<file path="src/rtl/mclk_nom_pkg.sv">
// Constants for the master clock nominal, adjust count and hold frequency bank.
// Assumes byte registers sit one per aligned 32-bit word on an AXI4-Lite bus.
package mclk_nom_pkg;

  // Bus geometry
  localparam int unsigned ADDR_W   = 12;
  localparam int unsigned DATA_W   = 32;
  localparam int unsigned IDX_W    = 10;
  localparam int unsigned IDX_LSB  = 2;
  localparam int unsigned BYTE_W   = 8;

  typedef logic [IDX_W-1:0]  reg_idx_t;
  typedef logic [BYTE_W-1:0] reg_byte_t;

  // Register indices; byte address is four times the index
  localparam reg_idx_t DPLL_NOM_B0_IDX  = 10'h090;
  localparam reg_idx_t DPLL_NOM_B1_IDX  = 10'h091;
  localparam reg_idx_t DPLL_NOM_B2_IDX  = 10'h092;
  localparam reg_idx_t DPLL_NOM_B3_IDX  = 10'h093;
  localparam reg_idx_t INPUT_NOM_B0_IDX = 10'h094;
  localparam reg_idx_t INPUT_NOM_B1_IDX = 10'h095;
  localparam reg_idx_t INPUT_NOM_B2_IDX = 10'h096;
  localparam reg_idx_t ADJUST_LO_IDX    = 10'h097;
  localparam reg_idx_t ADJUST_HI_IDX    = 10'h098;
  localparam reg_idx_t HOLD_STATUS_IDX  = 10'h09A;
  localparam reg_idx_t HOLD_B0_IDX      = 10'h09C;
  localparam reg_idx_t HOLD_B1_IDX      = 10'h09D;
  localparam reg_idx_t HOLD_B2_IDX      = 10'h09E;
  localparam reg_idx_t HOLD_B3_IDX      = 10'h09F;

  // Field widths
  localparam int unsigned DPLL_NOM_W  = 26;
  localparam int unsigned INPUT_NOM_W = 17;
  localparam int unsigned ADJUST_W    = 9;
  localparam int unsigned HOLD_W      = 32;
  localparam int unsigned DPLL_TOP_W  = 2;

  // Reset values; zero nominal means 204.8 MHz
  localparam logic [DPLL_NOM_W-1:0]  DPLL_NOM_RST  = 26'h0000000;
  localparam logic [INPUT_NOM_W-1:0] INPUT_NOM_RST = 17'h00000;
  localparam logic [ADJUST_W-1:0]    ADJUST_RST    = 9'h000;
  localparam logic [HOLD_W-1:0]      HOLD_RST      = 32'h00000000;
  localparam int unsigned NOMINAL_RESET_HZ = 204800000;
  localparam int unsigned INPUT_NOM_STEP_HZ = 500;

  // Hold status fields
  localparam int unsigned STAT_PENDING_BIT = 0;

  // AXI responses
  localparam logic [1:0] RESP_OKAY   = 2'h0;
  localparam logic [1:0] RESP_SLVERR = 2'h2;

  localparam logic [DATA_W-1:0] DATA_ZERO = 32'h00000000;

endpackage

</file>
<file path="src/rtl/mclk_nom_regs.sv">
// Master clock nominal frequency, adjust count and hold frequency register bank.
// Assumes an AXI4-Lite master and a DPLL and input block that read the field ports.
`timescale 1ns/1ns
module mclk_nom_regs (
  // Clock and reset
  input  wire logic                                   mclk,
  input  wire logic                                   nrst,
  // AXI4-Lite write address
  input  wire logic [mclk_nom_pkg::ADDR_W-1:0]        awaddr,
  input  wire logic [2:0]                             awprot,
  input  wire logic                                   awvalid,
  output logic                                        awready,
  // AXI4-Lite write data
  input  wire logic [mclk_nom_pkg::DATA_W-1:0]        wdata,
  input  wire logic [3:0]                             wstrb,
  input  wire logic                                   wvalid,
  output logic                                        wready,
  // AXI4-Lite write response
  output logic      [1:0]                             bresp,
  output logic                                        bvalid,
  input  wire logic                                   bready,
  // AXI4-Lite read address
  input  wire logic [mclk_nom_pkg::ADDR_W-1:0]        araddr,
  input  wire logic [2:0]                             arprot,
  input  wire logic                                   arvalid,
  output logic                                        arready,
  // AXI4-Lite read data
  output logic      [mclk_nom_pkg::DATA_W-1:0]        rdata,
  output logic      [1:0]                             rresp,
  output logic                                        rvalid,
  input  wire logic                                   rready,
  // Fields to DPLL and input block
  output logic      [mclk_nom_pkg::DPLL_NOM_W-1:0]    dpll_nominal_freq,
  output logic      [mclk_nom_pkg::INPUT_NOM_W-1:0]   input_nominal_freq,
  output logic      [mclk_nom_pkg::ADJUST_W-1:0]      adjust_count,
  output logic      [mclk_nom_pkg::HOLD_W-1:0]        hold_freq
);

  // Word index from a byte address; low two bits ignored
  function automatic mclk_nom_pkg::reg_idx_t idx_of(input logic [mclk_nom_pkg::ADDR_W-1:0] a);
    idx_of = a[mclk_nom_pkg::ADDR_W-1:mclk_nom_pkg::IDX_LSB];
  endfunction

  // Whether an index names a register of this bank
  function automatic logic is_mapped(input mclk_nom_pkg::reg_idx_t i);
    is_mapped = (i >= mclk_nom_pkg::DPLL_NOM_B0_IDX && i <= mclk_nom_pkg::ADJUST_HI_IDX) ||
                (i == mclk_nom_pkg::HOLD_STATUS_IDX) ||
                (i >= mclk_nom_pkg::HOLD_B0_IDX && i <= mclk_nom_pkg::HOLD_B3_IDX);
  endfunction

  // Captured write request
  logic                                   aw_held;
  logic                                   w_held;
  logic [mclk_nom_pkg::ADDR_W-1:0]        aw_addr_q;
  logic [mclk_nom_pkg::DATA_W-1:0]        w_data_q;
  logic                                   w_lane0_q;

  // Hold sub-block results
  logic [mclk_nom_pkg::HOLD_W-1:0]        hold_snapshot;
  logic                                   hold_pending;

  // Handshake decode
  wire aw_fire = awvalid && awready;
  wire w_fire  = wvalid && wready;
  wire b_fire  = bvalid && bready;
  wire ar_fire = arvalid && arready;
  wire r_fire  = rvalid && rready;

  // Write decode
  wire                                    do_write = aw_held && w_held && !bvalid;
  wire mclk_nom_pkg::reg_idx_t            wr_idx   = idx_of(aw_addr_q);
  wire                                    wr_ok    = is_mapped(wr_idx);
  wire                                    wr_en    = do_write && wr_ok && w_lane0_q;
  wire [mclk_nom_pkg::BYTE_W-1:0]         wr_byte  = w_data_q[mclk_nom_pkg::BYTE_W-1:0];

  wire wr_dn0 = wr_en && (wr_idx == mclk_nom_pkg::DPLL_NOM_B0_IDX);
  wire wr_dn1 = wr_en && (wr_idx == mclk_nom_pkg::DPLL_NOM_B1_IDX);
  wire wr_dn2 = wr_en && (wr_idx == mclk_nom_pkg::DPLL_NOM_B2_IDX);
  wire wr_dn3 = wr_en && (wr_idx == mclk_nom_pkg::DPLL_NOM_B3_IDX);
  wire wr_in0 = wr_en && (wr_idx == mclk_nom_pkg::INPUT_NOM_B0_IDX);
  wire wr_in1 = wr_en && (wr_idx == mclk_nom_pkg::INPUT_NOM_B1_IDX);
  wire wr_in2 = wr_en && (wr_idx == mclk_nom_pkg::INPUT_NOM_B2_IDX);
  wire wr_ac0 = wr_en && (wr_idx == mclk_nom_pkg::ADJUST_LO_IDX);
  wire wr_ac1 = wr_en && (wr_idx == mclk_nom_pkg::ADJUST_HI_IDX);
  wire wr_hf  = wr_en && (wr_idx >= mclk_nom_pkg::HOLD_B0_IDX) && (wr_idx <= mclk_nom_pkg::HOLD_B3_IDX);
  wire [1:0] wr_hf_byte = wr_idx[1:0];

  // Next field values; top bytes keep only their defined bits
  wire [mclk_nom_pkg::DPLL_NOM_W-1:0] next_dpll_nominal = {
    wr_dn3 ? wr_byte[mclk_nom_pkg::DPLL_TOP_W-1:0] : dpll_nominal_freq[25:24],
    wr_dn2 ? wr_byte : dpll_nominal_freq[23:16],
    wr_dn1 ? wr_byte : dpll_nominal_freq[15:8],
    wr_dn0 ? wr_byte : dpll_nominal_freq[7:0]
  };
  wire [mclk_nom_pkg::INPUT_NOM_W-1:0] next_input_nominal = {
    wr_in2 ? wr_byte[0] : input_nominal_freq[16],
    wr_in1 ? wr_byte : input_nominal_freq[15:8],
    wr_in0 ? wr_byte : input_nominal_freq[7:0]
  };
  wire [mclk_nom_pkg::ADJUST_W-1:0] next_adjust_count = {
    wr_ac1 ? wr_byte[0] : adjust_count[8],
    wr_ac0 ? wr_byte : adjust_count[7:0]
  };

  // Read decode
  wire mclk_nom_pkg::reg_idx_t            rd_idx  = idx_of(araddr);
  wire                                    rd_ok   = is_mapped(rd_idx);
  wire                                    snap_take = ar_fire && (rd_idx == mclk_nom_pkg::HOLD_B0_IDX);

  // Hold bytes above b0 come from the snapshot taken at the b0 read
  wire [mclk_nom_pkg::BYTE_W-1:0] rd_byte =
    (rd_idx == mclk_nom_pkg::DPLL_NOM_B0_IDX)  ? dpll_nominal_freq[7:0] :
    (rd_idx == mclk_nom_pkg::DPLL_NOM_B1_IDX)  ? dpll_nominal_freq[15:8] :
    (rd_idx == mclk_nom_pkg::DPLL_NOM_B2_IDX)  ? dpll_nominal_freq[23:16] :
    (rd_idx == mclk_nom_pkg::DPLL_NOM_B3_IDX)  ? {6'h00, dpll_nominal_freq[25:24]} :
    (rd_idx == mclk_nom_pkg::INPUT_NOM_B0_IDX) ? input_nominal_freq[7:0] :
    (rd_idx == mclk_nom_pkg::INPUT_NOM_B1_IDX) ? input_nominal_freq[15:8] :
    (rd_idx == mclk_nom_pkg::INPUT_NOM_B2_IDX) ? {7'h00, input_nominal_freq[16]} :
    (rd_idx == mclk_nom_pkg::ADJUST_LO_IDX)    ? adjust_count[7:0] :
    (rd_idx == mclk_nom_pkg::ADJUST_HI_IDX)    ? {7'h00, adjust_count[8]} :
    (rd_idx == mclk_nom_pkg::HOLD_STATUS_IDX)  ? {7'h00, hold_pending} :
    (rd_idx == mclk_nom_pkg::HOLD_B0_IDX)      ? hold_freq[7:0] :
    (rd_idx == mclk_nom_pkg::HOLD_B1_IDX)      ? hold_snapshot[15:8] :
    (rd_idx == mclk_nom_pkg::HOLD_B2_IDX)      ? hold_snapshot[23:16] :
    (rd_idx == mclk_nom_pkg::HOLD_B3_IDX)      ? hold_snapshot[31:24] :
    8'h00;
  wire [mclk_nom_pkg::DATA_W-1:0] rd_word = {24'h000000, rd_byte};

  // Write address channel
  always_ff @(posedge mclk or negedge nrst) begin
    if (!nrst) begin
      awready   <= 1'b1;
      aw_held   <= 1'b0;
      aw_addr_q <= 12'h000;
    end else if (aw_fire) begin
      awready   <= 1'b0;
      aw_held   <= 1'b1;
      aw_addr_q <= awaddr;
    end else if (b_fire) begin
      awready   <= 1'b1;
      aw_held   <= 1'b0;
    end
  end

  // Write data channel
  always_ff @(posedge mclk or negedge nrst) begin
    if (!nrst) begin
      wready    <= 1'b1;
      w_held    <= 1'b0;
      w_data_q  <= mclk_nom_pkg::DATA_ZERO;
      w_lane0_q <= 1'b0;
    end else if (w_fire) begin
      wready    <= 1'b0;
      w_held    <= 1'b1;
      w_data_q  <= wdata;
      w_lane0_q <= wstrb[0];
    end else if (b_fire) begin
      wready    <= 1'b1;
      w_held    <= 1'b0;
    end
  end

  // Write response
  always_ff @(posedge mclk or negedge nrst) begin
    if (!nrst) begin
      bvalid <= 1'b0;
      bresp  <= mclk_nom_pkg::RESP_OKAY;
    end else if (do_write) begin
      bvalid <= 1'b1;
      bresp  <= wr_ok ? mclk_nom_pkg::RESP_OKAY : mclk_nom_pkg::RESP_SLVERR;
    end else if (b_fire) begin
      bvalid <= 1'b0;
    end
  end

  // Field storage
  always_ff @(posedge mclk or negedge nrst) begin
    if (!nrst) begin
      dpll_nominal_freq  <= mclk_nom_pkg::DPLL_NOM_RST;
      input_nominal_freq <= mclk_nom_pkg::INPUT_NOM_RST;
      adjust_count       <= mclk_nom_pkg::ADJUST_RST;
    end else begin
      dpll_nominal_freq  <= next_dpll_nominal;
      input_nominal_freq <= next_input_nominal;
      adjust_count       <= next_adjust_count;
    end
  end

  // Read channel; no read side effects apart from the hold snapshot
  always_ff @(posedge mclk or negedge nrst) begin
    if (!nrst) begin
      arready <= 1'b1;
      rvalid  <= 1'b0;
      rdata   <= mclk_nom_pkg::DATA_ZERO;
      rresp   <= mclk_nom_pkg::RESP_OKAY;
    end else if (ar_fire) begin
      arready <= 1'b0;
      rvalid  <= 1'b1;
      rdata   <= rd_word;
      rresp   <= rd_ok ? mclk_nom_pkg::RESP_OKAY : mclk_nom_pkg::RESP_SLVERR;
    end else if (r_fire) begin
      arready <= 1'b1;
      rvalid  <= 1'b0;
    end
  end

  // Hold value passes raw to the DPLL, which applies the ratio scaling
  hold_freq_stage u_hold (
    .mclk      (mclk),
    .nrst      (nrst),
    .wr_en     (wr_hf),
    .wr_byte   (wr_hf_byte),
    .wr_data   (wr_byte),
    .snap_take (snap_take),
    .hold_freq (hold_freq),
    .snapshot  (hold_snapshot),
    .pending   (hold_pending)
  );

endmodule // mclk_nom_regs

</file>
<file path="src/rtl/hold_freq_stage.sv">
// Staging, commit and read snapshot for the 32-bit hold frequency.
// Assumes byte writes and reads arrive in order b0 first, b3 last.
`timescale 1ns/1ns
module hold_freq_stage (
  // Clock and reset
  input  wire logic                             mclk,
  input  wire logic                             nrst,
  // Byte write
  input  wire logic                             wr_en,
  input  wire logic [1:0]                       wr_byte,
  input  wire logic [mclk_nom_pkg::BYTE_W-1:0]  wr_data,
  // Read snapshot
  input  wire logic                             snap_take,
  // Results
  output logic      [mclk_nom_pkg::HOLD_W-1:0]  hold_freq,
  output logic      [mclk_nom_pkg::HOLD_W-1:0]  snapshot,
  output logic                                  pending
);

  logic [23:0]                      stage;
  wire                              commit = wr_en && (wr_byte == 2'h3);
  wire                              partial = wr_en && (wr_byte != 2'h3);
  wire [mclk_nom_pkg::HOLD_W-1:0]   next_hold = {wr_data, stage};
  wire [23:0]                       next_stage = (wr_byte == 2'h0) ? {stage[23:8], wr_data} :
                                                 (wr_byte == 2'h1) ? {stage[23:16], wr_data, stage[7:0]} :
                                                 {wr_data, stage[15:0]};

  // Low bytes wait in the stage so the DPLL never sees a torn value
  always_ff @(posedge mclk or negedge nrst) begin
    if (!nrst) begin
      stage     <= 24'h000000;
      hold_freq <= mclk_nom_pkg::HOLD_RST;
      pending   <= 1'b0;
    end else begin
      if (partial) begin
        stage <= next_stage;
      end
      if (commit) begin
        hold_freq <= next_hold;
      end
      pending <= partial ? 1'b1 : (commit ? 1'b0 : pending);
    end
  end

  // Upper bytes read from the copy frozen at the b0 read
  always_ff @(posedge mclk or negedge nrst) begin
    if (!nrst) begin
      snapshot <= mclk_nom_pkg::HOLD_RST;
    end else if (snap_take) begin
      // Same committed value that byte 0 returns, even if a commit lands now
      snapshot <= hold_freq;
    end
  end

endmodule // hold_freq_stage

</file>
<file path="config.mk">
export PLATFORM = sky130hd
export DESIGN_NAME = mclk_nom_regs
export DESIGN_NICKNAME = d
export VERILOG_FILES = /design/src/rtl/mclk_nom_pkg.sv /design/src/rtl/mclk_nom_regs.sv /design/src/rtl/hold_freq_stage.sv
export SDC_FILE = /design/constraint.sdc
export NUM_CORES = 1
export LEC_CHECK = 0
export BUFFER_PORTS_ARGS = -buffer_cell sky130_fd_sc_hd__buf_2
export CORE_AREA = 10 10 144 146
export CTS_CLUSTER_SIZE = 40
export DETAILED_ROUTE_END_ITERATION = 7
export DIE_AREA = 0 0 154 156
export PLACE_DENSITY = 0.73
export SYNTH_ARGS = -nofsm -noshare
export SYNTH_HDL_FRONTEND = slang
export SYNTH_SLANG_ARGS = --single-unit
export TNS_END_PERCENT = 50
</file>
<file path="constraint.sdc">
create_clock -name mclk -period 6.72 [get_ports mclk]
set_input_delay 0.672 -clock mclk [delete_from_list [all_inputs] [get_ports mclk]]
set_output_delay 0.672 -clock mclk [all_outputs]
set_load 0.01 [all_outputs]
</file>
-- Word-level counts from Yosys, hierarchy flattened
Cells that the tools add are included.
- $add $sub $neg: 0
- $mul: 0
- divide/modulo/power cells: 0
- magnitude comparators: 8
- equality and inequality tests: 27
- shifts and indexed selects: 0
- mux-type cells: 30
- bitwise logic cells: 2
- reductions and logical operators: 41
- operators by type and width (cell ; count):
    $eq 10x8->1 const B ; 24
    $mux 8 ; 15
    $ge 10x8->1 const B ; 4
    $le 10x8->1 const B ; 4
    $logic_and 1x1->1 ; 27
    $mux 1 ; 13
    $reduce_bool 2->1 ; 5
    $reduce_and 3->1 ; 2
    $logic_or 1x1->1 ; 4
    $mux 2 ; 2
    $eq 2x1->1 const B ; 1
    $eq 2x2->1 const B ; 1
    $logic_not 2->1 ; 1
    $ne 2x2->1 const B ; 1
    $not 1->1 ; 2
    $reduce_and 2->1 ; 1
    $logic_not 1->1 ; 1
- flip-flop bits (word level): 181
- latch bits: 0
- RAM bits: 0
- ROM bits: 0
- input port bits: 73
- output and inout port bits: 125
- memories kept: 0

-- Logic depth before layout (Yosys ltp)
- word-level depth: 15
- mapped depth: 8
- depth with buffers taken out: 5

-- Cells and area by module
A second synthesis with hierarchy kept.
- cell total of the unflattened synthesis: 591
- area total of the unflattened synthesis: 7963.9 um^2
- modules (own cells, without submodules) (module ; times used ; cells an instance ; area an instance (um^2)):
    mclk_nom_regs ; 1 ; 402 ; 4634.4
    hold_freq_stage ; 1 ; 189 ; 3329.4

-- Worst setup path after synthesis
No wires, ideal clock.
- kind: input -> register
- start: input port araddr[8] (netlist bit)
- end: register u_hold.snapshot[11] (netlist bit)
- library setup time: 0.125 ns
- arrival: 2.188 ns
- data required time: 6.595 ns
- slack: 4.407 ns
- cell stages on the path: 7
- buffers on the path: 2
- cell sequence: and3b_1 > clkbuf_1 > nand2_1 > nor2_1 > nand2_1 > clkbuf_1 > mux2_2
- cells in the longest elaborated chain, start to end: 2
- ends and longest elaborated chain (element ; RTL line ; source):
    from (decl) ; mclk_nom_regs.sv:23 ; input wire logic [mclk_nom_pkg::ADDR_W-1:0] araddr,
    $eq 10x8->1 ; mclk_nom_regs.sv:108 ; wire snap_take = ar_fire && (rd_idx == mclk_nom_pkg::HOLD_B0_IDX);
    $logic_and 1x1->1 ; mclk_nom_regs.sv:108 ;
    to (signal assigned) ; hold_freq_stage.sv:48 ; snapshot <= mclk_nom_pkg::HOLD_RST;
    to (signal assigned) ; hold_freq_stage.sv:51 ; snapshot <= hold_freq;
    to (decl) ; hold_freq_stage.sv:16 ; output logic [mclk_nom_pkg::HOLD_W-1:0] snapshot,
No other way between the ends.
A chain may end at the register's enable or synchronous reset.

-- Final worst setup path
- start: input port araddr[4] (netlist bit)
- end: register u_hold.snapshot[15] (netlist bit)
Same word-level chain as after synthesis.

==> results.sh <==
export IMPL_first_pass_iters=5
export IMPL_route_antenna_remaining_nets=0
export IMPL_cts_path_max_buffers=2
export IMPL_worst_path_largest_cell_delay_ns=0.86
export IMPL_crit_path_max_fanout=24
export IMPL_ys_warn_count=0
export IMPL_design_die_area_um2=24000
export IMPL_cts_tree="built"
export IMPL_ir_drop_uv=195
export IMPL_start_util=0.431
export IMPL_ff2ff_setup_slack_ns=4.00
export IMPL_multi_input_combinational_cell_area_um2=3190
export IMPL_worst_ep_required_time_ns=7.02
export IMPL_hp_class="in -> async"
export IMPL_yosys_cell_types_count=55
export IMPL_h_tree_depth=4
export IMPL_synth_enable_flop_cells=0
export IMPL_min_period_over_period=0.457
export IMPL_timing_fmax_mhz=326
export IMPL_synth_top_area_frac=0.540
export IMPL_detailedRoute_firstIterationViolations=281
export IMPL_cts_sinks=169
export IMPL_grt_max_degree=102
export IMPL_largest_cells_by_area_after_synthesis="dfrtp_1 54%, mux2_2 22%, buf_4 2.8%"
export IMPL_finalNetCount=774
export IMPL_layout_common_cells="166 x dfrtp_1, 151 x mux2_2, 133 x buf_2, 26 x conb_1"
export IMPL_synth_top_flop_cell="dfrtp_1"
export IMPL_antenna_found_initial=1
export IMPL_cp_slowest_cell="nand2_1"
export IMPL_sw_frac_of_total=0.303
export IMPL_post_synth_cell_area_avg_um2=13.3
export IMPL_grt_setup_unrepaired="false"
export IMPL_post_dp_hpwl_um=14000
export IMPL_status="complete, no violations"
export IMPL_grt_use_total=0.167
export IMPL_pwr_share_comb=0.152
export IMPL_total_leakage_power_nw=4.61
export IMPL_via_per_inst=5.41
export IMPL_remaining_drc_errors=0
export IMPL_tightest_slew_ns=1.10
export IMPL_dieHeight_um=156
export IMPL_report_final_hold_viol_count=0
export IMPL_power_per_cell_area_nw_per_um2=310
export IMPL_num_fill_cells=1605
export IMPL_cts_hold_bufs=0
export IMPL_seq_area_frac_synth=0.550
export IMPL_yosys_register_bits=169
export IMPL_io_buffer_count=134
export IMPL_die_width_um=154
export IMPL_crit_path_frequent_cell="nand2_1"
export IMPL_r2r_start="aw_addr_q[3]$_DFFE_PN0P_"
export IMPL_timing_slew_headroom=0.262
export IMPL_area_growth_pct=17.8
export IMPL_rows=49
export IMPL_gp_congestion=0.863
export IMPL_first_global_vias=5276
export IMPL_cts_root_buffer="clkbuf_16"
export IMPL_grt_first_pass_wirelength_um=31200
export IMPL_setup_tns_final_ns=0
export IMPL_r2r_cells=5
export IMPL_timing_critical_path_cells="buf_2 > nor2b_1 > nand2_1 > nor2_1 > nand2_1 > mux2_2"
export IMPL_design_area_um2=9070
export IMPL_timing_final_crit_period_ns=3.07
export IMPL_postPlaceCellArea_um2=8450
export IMPL_synthesis_area_um2=7700
export IMPL_seq_power_share=0.484
export IMPL_critical_path_sink_type="flip-flop"
export IMPL_report_final_setup_viol=0
export IMPL_ctsResizeCount=0
export IMPL_worst_path_arrival_time_ns=3.37
export IMPL_route_final_wire_length_um=20100
export IMPL_synth_async_reset_ratio=1.00
export IMPL_global_route_overflow_total=0
export IMPL_mostFrequentLayoutCell="dfrtp_1"
export IMPL_design_core_area_um2=17800
export IMPL_vias=5109
export IMPL_cts_buffers_inserted=17
export IMPL_slew_viol_final=0
export IMPL_timing_clock_skew_ns=0.0120
export IMPL_timing_setup_critical_path_class="in -> reg"
export IMPL_clk_pin_slew_ns=0.07
export IMPL_wl_per_cell_um=21.3
export IMPL_timing_max_cap_violations=0
export IMPL_post_route_util=0.508
export IMPL_synth_largest_area_cell="dfrtp_1"
export IMPL_critical_path_reg2reg_endpoint="input_nominal_freq[5]$_DFFE_PN0P_"
export IMPL_clock_power_share=0.364
export IMPL_floorplan_io_pins=198
export IMPL_drive_gt1_frac=0.482
export IMPL_cts_setup_buffers=0
export IMPL_intPower_mw=1.96
export IMPL_worstSkewPairLatency_ns=0.43
export IMPL_netSwitchingPower_uw=852
export IMPL_timing_critical_path_from_type="primary input"
export IMPL_synth_cells=578
export IMPL_register_area_um2=4230
==> flip-flops by register name (all words and copies together) (netlist names), 8 cells and up <==
signal              count
adjust_count            9
w_data_q                8
u_hold.stage           24
u_hold.snapshot        24
rdata                   8
input_nominal_freq     17
u_hold.hold_freq       32
dpll_nominal_freq      26
aw_addr_q              10
==> cell type report <==
| type | count | share of cell area |
|---|---|---|
| antenna | 1 | 0.000276 |
| clock buffer | 20 | 0.0504 |
| clock inverter | 12 | 0.0179 |
| inverter | 9 | 0.00373 |
| multi-input combinational | 367 | 0.352 |
| sequential | 169 | 0.467 |
| tap | 229 | 0.0316 |
| timing repair buffer | 137 | 0.0771 |
==> cells by family after synthesis <==
group,synth area share
compound gates,0.0585
other cells,0.000487
flops,0.550
mux,0.259
simple gates,0.0847
buf+inv,0.0475
==> per-layer routing <==
| metal | global-route usage | wire length [um] |
|---|---|---|
| met1 | 0.207 | 8440 |
| met5 | 0 | 0 |
| met2 | 0.269 | 9780 |
| met3 | 0.0612 | 1570 |
| met4 | 0.0495 | 310 |
==> power by group through the flow <==
stage / Sequential (mW) / Combinational (mW) / Clock (mW)
finish: 1.36 / 0.426 / 1.02
global route: 1.38 / 0.472 / 1.09
CTS: 1.36 / 0.434 / 1.04
detailed placement: 1.38 / 0.429 / 0
global placement: 1.37 / 0.419 / 0
floorplan: 1.27 / 0.338 / 0
==> worst max-delay path by stage <==
stage	startpoint	endpoint	slack, ns	cells past startpoint
CTS	araddr[4]	u_hold.snapshot[15]$_DFFE_PN0P_	3.66	6
detailed placement	araddr[4]	u_hold.snapshot[27]$_DFFE_PN0P_	3.25	6
floorplan	araddr[8]	u_hold.snapshot[11]$_DFFE_PN0P_	4.41	7
global placement	araddr[4]	u_hold.snapshot[15]$_DFFE_PN0P_	3.40	6
finish	araddr[4]	u_hold.snapshot[15]$_DFFE_PN0P_	3.65	6
global route	araddr[4]	u_hold.snapshot[15]$_DFFE_PN0P_	3.48	6
==> Yosys cell counts, types with 4 or more instances <==
library cell,n
buf_1,4
mux2i_1,9
inv_1,9
nor2b_1,9
mux2_1,4
dfrtp_1,166
nand2_1,22
clkbuf_1,21
mux4_2,7
mux2_2,151
o21ai_0,12
nor3_1,8
nor3_4,5
a221oi_1,6
or2_2,4
nor2_1,10
buf_4,29
a21oi_1,22
nand2b_1,9
nand3_1,13
o22ai_1,6
buf_2,4
==> per-stage QoR <==
step | setup slack [ns] | power [mW] | hold slack, ns | std cells
2_1_floorplan | 4.41 | 1.61 | 0.376 | 603
3_3_place_gp | 3.40 | 1.79 | 0.460 | 911
3_5_place_dp | 3.25 | 1.80 | 0.476 | 911
4_1_cts | 3.66 | 2.84 | 0.383 | 943
5_1_grt | 3.48 | 2.94 | 0.399 | 944
6_report | 3.65 | 2.81 | 0.368 | 944
==> critical path, delay by kind of cell <==
family,cells,cell delay (ns)
buffers and inverters,1,0.30
multiplexers,1,0.55
AND/OR/NAND/NOR,4,1.80
No activity file was read; power rests on OpenSTA's default activity.
